$ cat src/hw/dmc_pkg.sv
package dmc_pkg;

   localparam int CLK_MHZ          = 100;
   // Refresh base interval in tenths of a microsecond
   localparam int REF_BASE_TENTH_US = 156;
   localparam int REF_BASE_CYC     = REF_BASE_TENTH_US * CLK_MHZ / 10;

   localparam int ADDR_W           = 24;
   localparam int DATA_W           = 32;
   localparam int ECC_W            = 7;
   localparam int CW_W             = 39;

   // Memory hole bounds, byte addresses
   localparam logic [23:0] HOLE_HI_LO = 24'hF0_0000;
   localparam logic [23:0] HOLE_HI_HI = 24'hFF_FFFF;
   localparam logic [23:0] HOLE_LO_LO = 24'h08_0000;
   localparam logic [23:0] HOLE_LO_HI = 24'h09_FFFF;

   typedef enum logic [1:0] {
      DMC_INTEG_NONE = 2'h0,
      DMC_INTEG_CORR = 2'h1,
      DMC_INTEG_ECC  = 2'h2
   } dmc_integ_t;

   typedef enum logic [1:0] {
      DMC_HOLE_OFF = 2'h0,
      DMC_HOLE_15M = 2'h1,
      DMC_HOLE_512K = 2'h2
   } dmc_hole_t;

   typedef enum logic [2:0] {
      DMC_REF_15_6  = 3'h0,
      DMC_REF_31_2  = 3'h1,
      DMC_REF_62_4  = 3'h2,
      DMC_REF_124_8 = 3'h3,
      DMC_REF_249_6 = 3'h4
   } dmc_ref_t;

   localparam logic [1:0] LAT_TWO   = 2'h2;
   localparam logic [1:0] LAT_THREE = 2'h3;
   localparam int          SCRUB_TAGS = 4;

endpackage

$ cat src/hw/dmc_scrub_if.sv
`timescale 1ns/1ps
`default_nettype none
interface dmc_scrub_if;
   logic        rec_valid;
   logic [23:0] rec_addr;
   logic [23:0] look_addr;
   logic        look_hit;
   modport ctrl (output rec_valid, output rec_addr, output look_addr, input look_hit);
   modport mem  (input rec_valid, input rec_addr, input look_addr, output look_hit);
endinterface
`default_nettype wire

$ cat src/hw/dmc_top.sv
// Functional notes
// - Pulse system error on ECC errors when enabled
// - Disabled option never drives system error
// - Mode none: no checking, no reporting
// - Correct-only: fix reads, no write-back
// - Hardware ECC: fix, write back, report multibit
// - Repeat single-bit at one of the last four scrubbed locations is uncorrectable
// - Refresh interval selectable, default 15.6 us
// - Memory hole at 15-16 MB or 512-640 KB
// - CAS latency two or three clocks
// - RAS to CAS delay two or three
// - Precharge two or three clocks before activate
// - Idle power-down when enabled, default off
`timescale 1ns/1ps
`default_nettype none
module dmc_top (
   // Clock and reset
   input  wire logic                clock_i,
   input  wire logic                rst_n_i,
   // Configuration
   input  wire logic [1:0]          integ_mode_i,
   input  wire logic [2:0]          refresh_sel_i,
   input  wire logic [1:0]          hole_sel_i,
   input  wire logic                cas_lat3_i,
   input  wire logic                ras_cas3_i,
   input  wire logic                precharge3_i,
   input  wire logic                pdown_en_i,
   input  wire logic                serr_en_i,
   input  wire logic                error_command_register_i,
   // Host request
   input  wire logic                req_valid_i,
   input  wire logic                req_write_i,
   input  wire logic [23:0]         req_addr_i,
   input  wire logic [31:0]         req_wdata_i,
   output logic                     req_ready_o,
   output logic                     rd_valid_o,
   output logic [31:0]              rd_data_o,
   output logic                     hole_o,
   // Memory side
   output logic                     mem_act_o,
   output logic                     mem_rd_o,
   output logic                     mem_wr_o,
   output logic                     mem_pre_o,
   output logic                     mem_ref_o,
   output logic                     mem_cke_o,
   output logic [23:0]              mem_addr_o,
   output logic [38:0]              mem_wdata_o,
   input  wire logic [38:0]         mem_rdata_i,
   // Status
   output logic                     serr_o,
   output logic                     single_err_o,
   output logic                     multi_err_o
);
   typedef enum logic [7:0] {
      ST_IDLE  = 8'b0000_0001,
      ST_ACT   = 8'b0000_0010,
      ST_RCD   = 8'b0000_0100,
      ST_CAS   = 8'b0000_1000,
      ST_LAT   = 8'b0001_0000,
      ST_SCRUB = 8'b0010_0000,
      ST_PRE   = 8'b0100_0000,
      ST_REF   = 8'b1000_0000
   } dmc_state_t;

   // Data bits sit at codeword positions that are not powers of two,
   // so a flipped check bit can never be mistaken for a data bit
   function automatic logic [5:0] dmc_pos(input int idx);
      int         n;
      logic [5:0] p;
      n = 0;
      p = 6'h00;
      for (int k = 1; k < dmc_pkg::CW_W; k++) begin
         if ((k & (k - 1)) != 0) begin
            if (n == idx) begin
               p = 6'(k);
            end
            n++;
         end
      end
      return p;
   endfunction

   // Hamming check bits plus an overall parity bit that makes the codeword even
   function automatic logic [6:0] dmc_ecc(input logic [31:0] d);
      logic [6:0] c;
      logic [5:0] pos;
      c = 7'h00;
      for (int i = 0; i < dmc_pkg::DATA_W; i++) begin
         pos = dmc_pos(i);
         for (int b = 0; b < 6; b++) begin
            if (pos[b]) begin
               c[b] = c[b] ^ d[i];
            end
         end
      end
      c[6] = ^{d, c[5:0]};
      return c;
   endfunction

   function automatic logic [1:0] dmc_lat(input logic three);
      return three ? dmc_pkg::LAT_THREE : dmc_pkg::LAT_TWO;
   endfunction

   dmc_scrub_if sif ();

   dmc_scrub_mem #(.DEPTH(dmc_pkg::SCRUB_TAGS)) u_mem (
      .clock_i (clock_i),
      .rst_n_i (rst_n_i),
      .sif     (sif.mem)
   );

   dmc_state_t  st_q, st_d;
   logic [1:0]  cnt_q, cnt_d;
   logic        wr_q, wr_d;
   logic [23:0] addr_q, addr_d;
   logic [31:0] wdat_q, wdat_d;
   logic [31:0] rdat_q, rdat_d;
   logic        rval_q, rval_d;
   logic        serr_q, serr_d;
   logic        sgl_q, sgl_d;
   logic        mul_q, mul_d;
   logic [16:0] ref_cnt_q, ref_cnt_d;
   logic        ref_pend_q, ref_pend_d;
   logic        cke_q, cke_d;
   logic [3:0]  idle_q, idle_d;

   logic [6:0]  syn;
   logic [6:0]  recalc;
   logic        sbe;
   logic [31:0] fixed;
   logic        in_hole;
   logic [16:0] ref_limit;

   always_comb begin
      // Memory hole decode
      in_hole = 1'b0;
      if (hole_sel_i == dmc_pkg::DMC_HOLE_15M) begin
         in_hole = req_addr_i >= dmc_pkg::HOLE_HI_LO && req_addr_i <= dmc_pkg::HOLE_HI_HI;
      end else if (hole_sel_i == dmc_pkg::DMC_HOLE_512K) begin
         in_hole = req_addr_i >= dmc_pkg::HOLE_LO_LO && req_addr_i <= dmc_pkg::HOLE_LO_HI;
      end
   end

   always_comb begin
      recalc = dmc_ecc(mem_rdata_i[31:0]);
      // Top bit is parity over the whole received word, so a double error leaves it clear
      syn    = {^mem_rdata_i, recalc[5:0] ^ mem_rdata_i[37:32]};
      fixed  = mem_rdata_i[31:0];
      // Odd parity with a position past the codeword means three or more flips
      sbe    = syn[6] && syn[5:0] <= 6'(dmc_pkg::CW_W - 1);
      for (int i = 0; i < dmc_pkg::DATA_W; i++) begin
         if (sbe && syn[5:0] == dmc_pos(i)) begin
            fixed[i] = ~fixed[i];
         end
      end
   end

   assign ref_limit = 17'(dmc_pkg::REF_BASE_CYC << refresh_sel_i);

   always_comb begin
      st_d       = st_q;
      cnt_d      = cnt_q;
      wr_d       = wr_q;
      addr_d     = addr_q;
      wdat_d     = wdat_q;
      rdat_d     = rdat_q;
      rval_d     = 1'b0;
      serr_d     = 1'b0;
      sgl_d      = 1'b0;
      mul_d      = 1'b0;
      ref_cnt_d  = ref_cnt_q + 17'h0_0001;
      ref_pend_d = ref_pend_q;
      cke_d      = cke_q;
      idle_d     = idle_q;
      if (ref_cnt_q >= ref_limit - 17'h0_0001) begin
         ref_cnt_d  = 17'h0_0000;
         ref_pend_d = 1'b1;
      end
      case (st_q)
         ST_IDLE: begin
            if (ref_pend_q) begin
               cke_d = 1'b1;
               st_d  = ST_REF;
            end else if (req_valid_i && !in_hole) begin
               cke_d  = 1'b1;
               wr_d   = req_write_i;
               addr_d = req_addr_i;
               wdat_d = req_wdata_i;
               st_d   = ST_ACT;
               idle_d = 4'h0;
            end else if (idle_q != 4'hF) begin
               idle_d = idle_q + 4'h1;
            end else begin
               cke_d = !pdown_en_i;
            end
         end
         ST_ACT: begin
            cnt_d = dmc_lat(ras_cas3_i) - 2'h1;
            st_d  = ST_RCD;
         end
         ST_RCD: begin
            if (cnt_q <= 2'h1) begin
               st_d = ST_CAS;
            end else begin
               cnt_d = cnt_q - 2'h1;
            end
         end
         ST_CAS: begin
            if (wr_q) begin
               cnt_d = dmc_lat(precharge3_i);
               st_d  = ST_PRE;
            end else begin
               cnt_d = dmc_lat(cas_lat3_i);
               st_d  = ST_LAT;
            end
         end
         ST_LAT: begin
            if (cnt_q <= 2'h1) begin
               rdat_d = mem_rdata_i[31:0];
               rval_d = 1'b1;
               st_d   = ST_PRE;
               cnt_d  = dmc_lat(precharge3_i);
               if (integ_mode_i != dmc_pkg::DMC_INTEG_NONE && syn != 7'h00) begin
                  if (sbe) begin
                     rdat_d = fixed;
                     if (integ_mode_i == dmc_pkg::DMC_INTEG_ECC && sif.look_hit) begin
                        // Scrubbed already, so the fault is hard: the uncorrectable flag, not the single-bit one
                        mul_d = 1'b1;
                     end else begin
                        sgl_d = 1'b1;
                        if (integ_mode_i == dmc_pkg::DMC_INTEG_ECC) begin
                           wdat_d = fixed;
                           st_d   = ST_SCRUB;
                        end
                     end
                  end else begin
                     mul_d = 1'b1;
                  end
                  serr_d = serr_en_i && error_command_register_i;
               end
            end else begin
               cnt_d = cnt_q - 2'h1;
            end
         end
         ST_SCRUB: begin
            // Write-back finishes before the next request is accepted
            cnt_d = dmc_lat(precharge3_i);
            st_d  = ST_PRE;
         end
         ST_PRE, ST_REF: begin
            if (cnt_q <= 2'h1) begin
               st_d = ST_IDLE;
               if (st_q == ST_REF) begin
                  ref_pend_d = 1'b0;
               end
            end else begin
               cnt_d = cnt_q - 2'h1;
            end
         end
         default: st_d = ST_IDLE;
      endcase
      if (st_q == ST_IDLE && ref_pend_q) begin
         cnt_d = dmc_lat(precharge3_i);
      end
   end

   always_ff @(posedge clock_i) begin
      if (!rst_n_i) begin
         st_q       <= ST_IDLE;
         cnt_q      <= 2'h0;
         wr_q       <= 1'b0;
         addr_q     <= 24'h00_0000;
         wdat_q     <= 32'h0000_0000;
         rdat_q     <= 32'h0000_0000;
         rval_q     <= 1'b0;
         serr_q     <= 1'b0;
         sgl_q      <= 1'b0;
         mul_q      <= 1'b0;
         ref_cnt_q  <= 17'h0_0000;
         ref_pend_q <= 1'b0;
         cke_q      <= 1'b1;
         idle_q     <= 4'h0;
      end else begin
         st_q       <= st_d;
         cnt_q      <= cnt_d;
         wr_q       <= wr_d;
         addr_q     <= addr_d;
         wdat_q     <= wdat_d;
         rdat_q     <= rdat_d;
         rval_q     <= rval_d;
         serr_q     <= serr_d;
         sgl_q      <= sgl_d;
         mul_q      <= mul_d;
         ref_cnt_q  <= ref_cnt_d;
         ref_pend_q <= ref_pend_d;
         cke_q      <= cke_d;
         idle_q     <= idle_d;
      end
   end

   assign sif.rec_valid = st_q == ST_SCRUB;
   assign sif.rec_addr  = addr_q;
   // Lookup is registered inside, so present the address as soon as it is known
   assign sif.look_addr = addr_q;

   assign req_ready_o  = st_q == ST_IDLE && !ref_pend_q && !in_hole;
   assign hole_o       = req_valid_i && in_hole;
   assign rd_valid_o   = rval_q;
   assign rd_data_o    = rdat_q;
   assign mem_act_o    = st_q == ST_ACT;
   assign mem_rd_o     = st_q == ST_CAS && !wr_q;
   assign mem_wr_o     = (st_q == ST_CAS && wr_q) || st_q == ST_SCRUB;
   assign mem_pre_o    = st_q == ST_PRE && cnt_q == dmc_lat(precharge3_i);
   assign mem_ref_o    = st_q == ST_REF && cnt_q == dmc_lat(precharge3_i);
   assign mem_cke_o    = cke_q;
   assign mem_addr_o   = addr_q;
   assign mem_wdata_o  = {dmc_ecc(wdat_q), wdat_q};
   assign serr_o       = serr_q;
   assign single_err_o = sgl_q;
   assign multi_err_o  = mul_q;
endmodule
`default_nettype wire

$ cat src/hw/dmc_scrub_mem.sv
`timescale 1ns/1ps
`default_nettype none
// Remembers the last DEPTH locations scrubbed, so a repeat single-bit error there is seen as hard
module dmc_scrub_mem #(
   parameter int DEPTH = dmc_pkg::SCRUB_TAGS
) (
   // Clock and reset
   input  wire logic   clock_i,
   input  wire logic   rst_n_i,
   // Record and lookup
   dmc_scrub_if.mem    sif
);
   logic [23:0]          tag_q   [DEPTH];
   logic [23:0]          tag_d   [DEPTH];
   logic [DEPTH-1:0]     vld_q;
   logic [DEPTH-1:0]     vld_d;
   logic [$clog2(DEPTH)-1:0] ptr_q;
   logic [$clog2(DEPTH)-1:0] ptr_d;
   logic                 hit_q;
   logic                 hit_d;

   always_comb begin
      tag_d = tag_q;
      vld_d = vld_q;
      ptr_d = ptr_q;
      hit_d = 1'b0;
      for (int i = 0; i < DEPTH; i++) begin
         if (vld_q[i] && tag_q[i] == sif.look_addr) begin
            hit_d = 1'b1;
         end
      end
      // Round-robin replacement: oldest entry is forgotten first
      if (sif.rec_valid) begin
         tag_d[ptr_q] = sif.rec_addr;
         vld_d[ptr_q] = 1'b1;
         ptr_d        = ptr_q + 1'b1;
      end
   end

   always_ff @(posedge clock_i) begin
      if (!rst_n_i) begin
         vld_q <= '0;
         ptr_q <= '0;
         hit_q <= 1'b0;
         for (int i = 0; i < DEPTH; i++) begin
            tag_q[i] <= 24'h00_0000;
         end
      end else begin
         vld_q <= vld_d;
         ptr_q <= ptr_d;
         hit_q <= hit_d;
         tag_q <= tag_d;
      end
   end

   assign sif.look_hit = hit_q;
endmodule
`default_nettype wire

$ cat config.mk
export PLATFORM = sky130hd
export DESIGN_NAME = dmc_top
export DESIGN_NICKNAME = d
export VERILOG_FILES = /design/src/hw/dmc_pkg.sv /design/src/hw/dmc_scrub_if.sv /design/src/hw/dmc_top.sv /design/src/hw/dmc_scrub_mem.sv
export SDC_FILE = /design/constraint.sdc
export NUM_CORES = 1
export LEC_CHECK = 0
export BUFFER_PORTS_ARGS = -buffer_cell sky130_fd_sc_hd__clkbuf_2
export CAP_MARGIN = 30
export CORE_AREA = 2 2 149 151
export CTS_CLUSTER_SIZE = 20
export DETAILED_ROUTE_END_ITERATION = 10
export DIE_AREA = 0 0 151 153
export PLACE_DENSITY = 0.9
export SLEW_MARGIN = 5
export SYNTH_ARGS = -nofsm -noshare
export SYNTH_HDL_FRONTEND = slang
export SYNTH_SLANG_ARGS = --single-unit
$ cat constraint.sdc
create_clock -name clock_i -period 7.4 [get_ports clock_i]
set_input_delay 0.74 -clock clock_i [delete_from_list [all_inputs] [get_ports clock_i]]
set_output_delay 0.74 -clock clock_i [all_outputs]
set_load 0.01 [all_outputs]
==> After elaboration in Yosys (flattened, before gate mapping) <==
Index checks and enable logic that the tools add are counted.
{ "classes": {"eq_ne": 61, "addsub": 6, "magnitude_cmp": 11, "bitwise": 205, "muxes": 85, "shift": 1, "n_reduce_logical": 78} }
{ "ops": {"columns": ["op", "count"], "rows": [
  ["32-bit 2-to-1 mux", 9],
  ["1-bit XOR", 168],
  ["96-bit bitwise mux", 1],
  ["24-bit equality test", 4],
  ["6-bit by 5-bit equality test with 1-bit output (second input constant)", 15],
  ["8-bit 2-to-1 mux", 8],
  ["32-bit one-hot mux with 2 select lines", 1],
  ["8-bit one-hot mux with 7 select lines", 1],
  ["1-bit logical AND", 53],
  ["1-bit 2-to-1 mux", 53],
  ["24-bit demux with 2-bit select", 1],
  ["6-bit by 4-bit equality test with 1-bit output (second input constant)", 7],
  ["39-bit parity", 1],
  ["38-bit parity", 1],
  ["6-bit equality test (second input constant)", 6],
  ["1-bit NOT", 34],
  ["24-bit by 20-bit >= comparator with 1-bit output (second input constant)", 1],
  ["24-bit >= comparator (second input constant)", 1],
  ["24-bit by 20-bit less-or-equal comparator with 1-bit output (second input constant)", 1],
  ["24-bit less-or-equal comparator (second input constant)", 1],
  ["24-bit 2-to-1 mux", 1],
  ["6-bit by 3-bit equality test with 1-bit output (second input constant)", 3],
  ["2-bit != test (second input constant)", 9],
  ["17-bit by 1-bit adder with 17-bit output (second input constant)", 1],
  ["47 further kinds", 66]
]} }
{ "totals": {"ff_bits": 229, "input_bits": 112, "output_inout_bits": 107} }

==> Logic depth before layout (Yosys ltp) <==
Gate-level depths: netlist (run 1).
{ "depth": {"depth_word": 28, "ltp_mapped": 18, "depth_no_buf": 16} }

==> Hierarchy <==
From an unflattened synthesis (run 1), not the netlist that was laid out.
{ "unflattened": {"cells_unflattened": 1578, "hier_area_um2": 13266.5} }
{ "by_module_without_submodules": {"columns": ["mod", "area_each_um2", "cells_each", "instances"], "rows": [
  ["dmc_top", 8384.3, 996, 1],
  ["dmc_scrub_mem", 4882.2, 582, 1]
]} }

==> Least setup slack after synthesis (run 1) <==
Ideal clock, no wire load.
{ "synth_timing": {"kind": "input to register", "from": "input port refresh_sel_i[2]", "to": "register ref_cnt_q[0]", "path_slack_ns": 3.703, "required_time_ns": 7.330, "arrival_ns": 3.627, "setup_ns": 0.070, "cell_stages": 17, "path_cell_list": "clkbuf_1 > inv_1 > ha_1 > inv_1 > ha_1 > nand2b_1 > nor2_1 > nand2_1 > nor4_1 > a21oi_1 > ha_1 > a21o_1 > a21o_1 > or3_1 > buf_1 > clkbuf_1 > a21oi_1"} }
{ "synth_between": {"elab_chain_cells": 4} }
{ "synth_rtl": {"columns": ["element", "line", "source"], "rows": [
  ["start: declaration", "dmc_top.sv:22", "input wire logic [2:0] refresh_sel_i,"],
  ["11-bit by 3-bit left shift with 17-bit output", "dmc_top.sv:158", "assign ref_limit = 17'(dmc_pkg::REF_BASE_CYC << refresh_sel_i);"],
  ["17-bit by 1-bit subtractor with 17-bit output", "dmc_top.sv:175", "if (ref_cnt_q >= ref_limit - 17'h0_0001) begin"],
  ["17-bit >= comparator", "dmc_top.sv:175", null],
  ["2-bit OR reduction (no source line)", null, null],
  ["end signal: assignment", "dmc_top.sv:294", "ref_cnt_q <= ref_cnt_d;"],
  ["end: declaration", "dmc_top.sv:122", "logic [16:0] ref_cnt_q, ref_cnt_d;"]
]} }
Every way passes these cells.
A chain may end at the register's enable or synchronous reset.

==> Worst setup path in the final report (run 1) <==
{ "layout_timing": {"from": "input port mem_rdata_i[10]", "to": "register wdat_q[4]"} }
{ "layout_between": {"elab_chain_cells": 23, "elab_cells_between_ends": 63} }
{ "layout_rtl": {"columns": ["element", "line", "source"], "rows": [
  ["start: declaration", "dmc_top.sv:48", "input wire logic [38:0] mem_rdata_i,"],
  ["1-bit XOR (12 in series)", "dmc_top.sv:92", "c[b] = c[b] ^ d[i];"],
  ["6-bit XOR", "dmc_top.sv:147", "syn = {^mem_rdata_i, recalc[5:0] ^ mem_rdata_i[37:32]};"],
  ["6-bit less-or-equal comparator", "dmc_top.sv:150", "sbe = syn[6] && syn[5:0] <= 6'(dmc_pkg::CW_W - 1);"],
  ["1-bit logical AND", "dmc_top.sv:150", null],
  ["1-bit logical AND", "dmc_top.sv:152", "if (sbe && syn[5:0] == dmc_pos(i)) begin"],
  ["1-bit 2-to-1 mux", "dmc_top.sv:152", null],
  ["32-bit 2-to-1 mux", "dmc_top.sv:231", "if (integ_mode_i == dmc_pkg::DMC_INTEG_ECC) begin"],
  ["32-bit 2-to-1 mux", "dmc_top.sv:226", "if (integ_mode_i == dmc_pkg::DMC_INTEG_ECC && sif.look_hit) begin"],
  ["32-bit 2-to-1 mux", "dmc_top.sv:224", "if (sbe) begin"],
  ["32-bit 2-to-1 mux", "dmc_top.sv:223", "if (integ_mode_i != dmc_pkg::DMC_INTEG_NONE && syn != 7'h00) begin"],
  ["32-bit 2-to-1 mux", "dmc_top.sv:218", "if (cnt_q <= 2'h1) begin"],
  ["32-bit one-hot mux with 2 select lines", "dmc_top.sv:179", "case (st_q)"],
  ["end signal: assignment", "dmc_top.sv:288", "wdat_q <= wdat_d;"],
  ["end: declaration", "dmc_top.sv:116", "logic [31:0] wdat_q, wdat_d;"]
]} }
Several ways; a longest one is shown, not always the timed one. The select of a mux whose other input is x is not followed.

==> summary.md, run 1 <==
| Metric | Value |
|---|---|
| Outcome | `complete, no violations` |
| Slew margin rel. | `33.00%` |
| Bufs and invs on worst path | `2` |
| Top cell type's share of synthesized area | `35.09%` |
| Reg clk slew, reported paths | `0.06 ns` |
| Clock Latency Late Sink | `0.52 ns` |
| Post-CTS Resized | `0` |
| Slowest CP cell | `xor2_1` |
| Postcts setup bufs | `0` |
| Warnings from Yosys | `0` |
| Worst VDD drop | `0.2539 mV` |
| Post-synth ARST share | `0%` |
| Unrepaired setup endpoints after global routing | `no` |
| Setup Viol. Count Final | `0` |
| Top cells by area, synth | `dfxtp_1, xnor2_1, nand2_1` |
| Synthesized flop and latch total | `229` |
| Worst-Margin Slew | `1.005 ns` |
| Die area | `23,100 um^2` |
| Hold Startpoint | `error_command_register_i` |
| Initial antenna violation count | `0` |
| First-pass GRT wire length | `58,210 um` |
| Rows | `54` |
| Worst Path Required | `7.80 ns` |
| Most frequent CP cell | `xnor2_2` |
| Detailed Route Iter0 Violations | `995` |
| Core area | `21,490 um^2` |
| Die Ht | `153 um` |
| Critical path launch point | `mem_rdata_i[10]` |
| CTS tree | `yes` |
| TritonRoute pass-1 iters | `5` |
| Post-route total power | `3.995 mW` |
| HPWL Detailed | `26,910 um` |
| Post-synth top area cell | `dfxtp_1` |
| WL final | `37,480 um` |
| Final Net Count | `1,902` |
| Commonest non-fill, non-tap cells in the layout | `nand2_1, dfxtp_1, clkbuf_2` |
| Syn Nets | `1,764` |
| Clock root cell | `clkbuf_16` |
| Ys flop type | `dfxtp_1` |
| Clock Tree Buf Depth | `3` |
| DIE WIDTH | `151 um` |
| Crit share post-route | `50.51%` |
| Mapped Cells | `1,621` |
| Arrival time of the worst setup path | `4.14 ns` |
| Syn avg cell area | `8.059 um^2` |
| Fin Setup TNS | `0 ns` |
| Critical path startpoint category | `primary input` |
| Vias per cell | `5.848` |
| GR Util All Layers | `31.48%` |
| Num CTS Buffers | `24` |
| Final hold viol count | `0` |
| I/O pin count | `219` |
| Distinct cell type count after synthesis | `64` |
| DRC | `0` |
| CP max FO | `49` |
| PwrDens | `268.2 nW/um^2` |
| Top Family by Delay on Critical Path | `XOR/XNOR gates` |
| Setup ws final | `3.662 ns` |
| Total grt overflow | `0` |
| Synth-to-Final Area Change | `14.04%` |
| Number of routed nets with antenna violations | `0` |
| Leak Pwr | `5.987 nW` |
| H-tree depth | `1` |
| Largest net degree at the start of global routing | `83` |
| Commonest non-fill, non-tap cell in the layout | `nand2_1` |
| Clock sink count | `229` |
| Wire per inst | `18.22 um` |
| Vias in the first global route | `11,540` |
| Max Clk Rate | `0.2675 GHz` |
| Setup WS pre-CTS | `3.215 ns` |
| Reg-to-Reg Start | `st_q[2]` |
| Post-synth EDFFs | `0` |
| Post-CTS Hold Fix Bufs | `0` |
| Fraction of layout cells with a size suffix above 1 | `17.11%` |
| Max Cap Viol | `0` |
| Routability cong. | `0.9602` |
| Fin Clk Skew | `0.01236 ns` |
| Syn Std Cell Area | `13,060 um^2` |
| Antenna cells | `0` |
| IO buf count | `218` |
| Register area share after synthesis | `35.09%` |
| Via Count | `12,030` |
| Worst path cell trace | `clkbuf_2, xnor2_2, xnor2_2, xnor3_2, xor2_1, a32oi_2, o21ai_2, o31a_1, buf_4, nand3b_4, o21ai_0` |
| Initial Util | `60.80%` |
| Hold Path Class | `in -> reg` |
| Worst Setup End Kind | `flop` |
| Kind of critical path | `in -> reg` |
| Max-slew violations | `0` |
| Largest stage delay, worst path | `0.57 ns` |
| Final min period | `3.738 ns` |
-- routing by layer --
layer  vias up  routed length (um)  GRT usage, %
li1       5752                   -             -
met1      5599               14140         36.30
met2       548               18530         55.93
met3       130                2790         5.642
met4         0                2017         14.78
met5         -                   0             0
-- state kept, by name (all words and copies together), names as in the netlist, 2 cells and up --
| name | flops |
|---|---|
| u_mem.tag_q | 96 |
| rd_data_o | 32 |
| wdat_q | 32 |
| mem_addr_o | 24 |
| ref_cnt_q | 17 |
| st_q | 8 |
| idle_q | 4 |
| u_mem.vld_q | 4 |
| cnt_q | 2 |
| u_mem.ptr_q | 2 |
-- cells by family after synthesis --
kind of cell	Yosys count	share of synthesized area [%]
XOR/XNOR	310	22.72
flip-flops	229	35.09
buffers and inverters	137	4.137
AO/OA/AOI/OAI	326	14.63
AND/OR/NAND/NOR	583	20.07
multiplexers	5	0.3831
adder cells (fa/ha/maj)	31	2.969
-- path summary, 6_finish.rpt --
kind	slack, ns	to	cells past startpoint
worst max register to register	4.05	wdat_q[4]	7
worst min-delay path	0.43	serr_o	3
worst min register to register	0.46	u_mem.tag_q[49]	2
worst max-delay path	3.66	wdat_q[4]	11
-- power breakdown --
group	internal, mW	leakage, nW	total, mW	switching, mW
sequential	1.27	1.85	1.36	0.0890
combinational	0.554	3.76	1.47	0.913
clock	0.663	0.370	1.17	0.505
total	2.49	5.99	4.00	1.51
-- worst reg2reg max path: cells and delay by family (launching register included) --
kind | cells | cell delay [ns]
buf+inv | 1 | 0.27
simple gates | 4 | 2.06
compound gates | 2 | 0.55
flops | 1 | 0.40
-- Yosys cell counts, types with 5 or more instances --
cell type / instances
nand2_1: 303
nand3_1: 31
o21ai_0: 47
ha_1: 31
xnor2_2: 6
nand4_1: 27
or3_1: 13
a21oi_1: 163
dfxtp_1: 229
a31o_2: 13
nand3b_1: 5
nand2b_1: 7
mux2i_1: 5
nor3_1: 50
xnor2_1: 164
a21o_1: 8
a211oi_1: 33
nor4_1: 18
a31oi_1: 19
o21ai_1: 14
xnor3_1: 9
nor2_1: 98
clkbuf_1: 101
a311oi_1: 6
xor2_1: 124
and2_1: 8
buf_2: 6
inv_1: 20
-- per-stage QoR --
step | cells | hold WS, ns | utilization (%) | instance area, um^2
global placement | 2011 | 0.4503 | 65.69 | 14110
CTS | 2056 | 0.4193 | 69.29 | 14890
global route | 2057 | 0.4169 | 69.34 | 14900
finish | 2057 | 0.4259 | 69.34 | 14900
floorplan | 1621 | 0.4375 | - | 13060
detailed placement | 2012 | 0.4587 | 65.73 | 14120
-- layout make-up --
| type | instances | area, um^2 |
|---|---|---|
| Sequential cell | 229 | 4584 |
| Fill cell | 1630 | 6588 |
| Inverter | 21 | 81.33 |
| Tap cell | 280 | 350.3 |
| Timing Repair Buffer | 228 | 1170 |
| Multi-Input combinational cell | 1255 | 7948 |
| Clock buffer | 37 | 709.4 |
| Clock inverter | 7 | 55.05 |
Power figures use the tool's default switching activity.
==> inputs of run 2 (changes only) <==
CORE_AREA = 2 2 155 157   (was 2 2 149 151)
DIE_AREA = 0 0 157 159   (was 0 0 151 153)
PLACE_DENSITY = 0.85   (was 0.9)
clock period = 3.7 ns   (was 7.4 ns; I/O delays follow)
==> summary.md, run 2 (synthesis results as in run 1) <==
| Metric | Value |
|---|---|
| Outcome | `complete, no violations` |
| Multi-input logic area | `7948 um^2` |
| Seq pwr share | `32.3%` |
| Rows | `56` |
| CTS tree | `yes` |
| Synth-to-Final Area Change | `16.68%` |
| Initial antenna violation count | `1` |
| Core area | `23,190 um^2` |
| Clock sink count | `229` |
| Leak Pwr | `6.159 nW` |
| TritonRoute pass-1 iters | `6` |
| FILL cells | `1,889` |
| Fin Setup TNS | `0 ns` |
| Clock Tree Buf Depth | `3` |
| Initial Util | `56.33%` |
| Reg clk slew, reported paths | `0.06 ns` |
| Internal power | `5.375 mW` |
| Wire per inst | `18.02 um` |
| PwrDens | `549.6 nW/um^2` |
| Power share of the combinational group | `35.7%` |
| Worst hold slack | `0.04643 ns` |
| Post-CTS Hold Fix Bufs | `0` |
| H-tree depth | `1` |
| Routability cong. | `0.9934` |
| Largest stage delay, worst path | `0.74 ns` |
| Crit share post-route | `85.97%` |
| Top Family by Delay on Critical Path | `simple AND/OR/NAND/NOR gates` |
| Most flops, register | `u_mem.tag_q` |
| First-pass GRT wire length | `59,130 um` |
| Commonest non-fill, non-tap cells in the layout | `nand2_1, dfxtp_1, clkbuf_2` |
| Vias in the first global route | `11,670` |
| CP max FO | `9` |
| Kind of critical path | `reg -> out` |
| Clock Latency Late Sink | `0.54 ns` |
| Fin Clk Skew | `0.02775 ns` |
| WL final | `38,150 um` |
| Worst-Margin Slew | `0.9242 ns` |
| Max Cap Viol | `0` |
| Commonest non-fill, non-tap cell in the layout | `nand2_1` |
| Setup Viol. Count Final | `0` |
| Unrepaired setup endpoints after global routing | `no` |
| HPWL Detailed | `27,980 um` |
| Seq. cell area | `4584 um^2` |
| Die area | `24,960 um^2` |
| Num CTS Buffers | `25` |
| Final min period | `3.181 ns` |
| Postcts setup bufs | `0` |
| Sw frac | `35.84%` |
| GR Util All Layers | `29.59%` |
| Final hold viol count | `0` |
| Worst Path Required | `3.33 ns` |
| Worst path cell trace | `nor4_1, nand2_1, nor4b_1, clkbuf_2` |
| Fraction of layout cells with a size suffix above 1 | `18.25%` |
| Arrival time of the worst setup path | `2.81 ns` |
| DIE WIDTH | `157 um` |
| Detailed Route Iter0 Violations | `905` |
| Max-slew violations | `0` |
| DRC | `0` |
| Worst Setup End Kind | `primary output` |
| IO buf count | `218` |
| Critical path startpoint category | `flop` |
| Vias per cell | `5.785` |
| Post-CTS Resized | `0` |
| Total grt overflow | `0` |
| Slowest CP cell | `nor4b_1` |
| Max Clk Rate | `0.3144 GHz` |
| Bufs and invs on worst path | `1` |
| Max FFs per register | `96` |
| Clock root cell | `clkbuf_16` |
| Largest net degree at the start of global routing | `161` |
| Number of routed nets with antenna violations | `0` |
| I/O pin count | `219` |
| Die Ht | `159 um` |
| Slew margin rel. | `38.24%` |
| Final Net Count | `1,923` |
| Sw Pwr | `3.003 mW` |
| Clock power share | `32.0%` |
| Worst VDD drop | `0.4359 mV` |
| Hold Path Class | `in -> reg` |
| Via Count | `12,250` |
-- run 2: cell types whose count changed in the layout (fill, tap and decap cells not counted) --
cell / change
clkinvlp_4: -1
clkinv_8: -1
inv_16: +1
clkbuf_16: +1
buf_4: +19
buf_6: -1
buf_12: +2
clkinv_4: -1
bufinv_16: +4
diode_2: +1
clkinv_2: +1
clkbuf_1: -4
-- run 2: power groups by stage --
stage	logic [mW]	clock network, mW	registers [mW]
5_1_grt	3.19	2.80	2.71
6_report	2.99	2.68	2.71
3_5_place_dp	2.95	0	2.76
2_1_floorplan	2.10	0	2.68
4_1_cts	2.96	2.70	2.70
3_3_place_gp	2.90	0	2.75
-- run 2: through the flow --
stage	instance area (um^2)	setup WS, ns	std cells	util (%)	power, mW
global placement	14350	0.2113	2072	61.89	5.654
global route	15240	0.3587	2116	65.72	8.704
CTS	15240	0.5244	2116	65.72	8.358
finish	15240	0.5190	2117	65.73	8.377
floorplan	13060	0.3727	1621	-	4.788
detailed placement	14350	0.1679	2072	61.89	5.702
-- run 2: area by class of cell --
cell class              instances  share of cell area (%)
repair buffers                248                   8.799
clock inverters                10                   1.100
flip-flops and latches        229                   30.07
multi-input cells            1255                   52.14
clock buffers                  34                   4.720
diodes                          1                 0.01642
inverters                      21                  0.5335
well taps                     319                   2.618
-- run 2: final timing paths --
| path | startpoint | end | slack [ns] | cells after the start |
|---|---|---|---|---|
| min | req_addr_i[14] | mem_addr_o[14] | 0.05 | 3 |
| min reg2reg | u_mem.tag_q[18] | u_mem.tag_q[18] | 0.47 | 2 |
| max | st_q[2] | mem_rd_o | 0.52 | 4 |
| max reg2reg | st_q[2] | u_mem.tag_q[8] | 0.68 | 6 |
-- run 2: worst min-delay path: cells and delay by family --
kind	cells	cell delay, ns
buf+inv	1	0.08
compound gates	1	0.05
simple gates	1	0.04
-- run 2: metal layers --
metal,vias to the layer above,track usage [%],routed length (um)
met5,-,0,0
met4,0,16.64,2172
met3,148,4.872,2721
met2,558,52.09,19050
met1,5735,33.69,14210
li1,5806,-,-
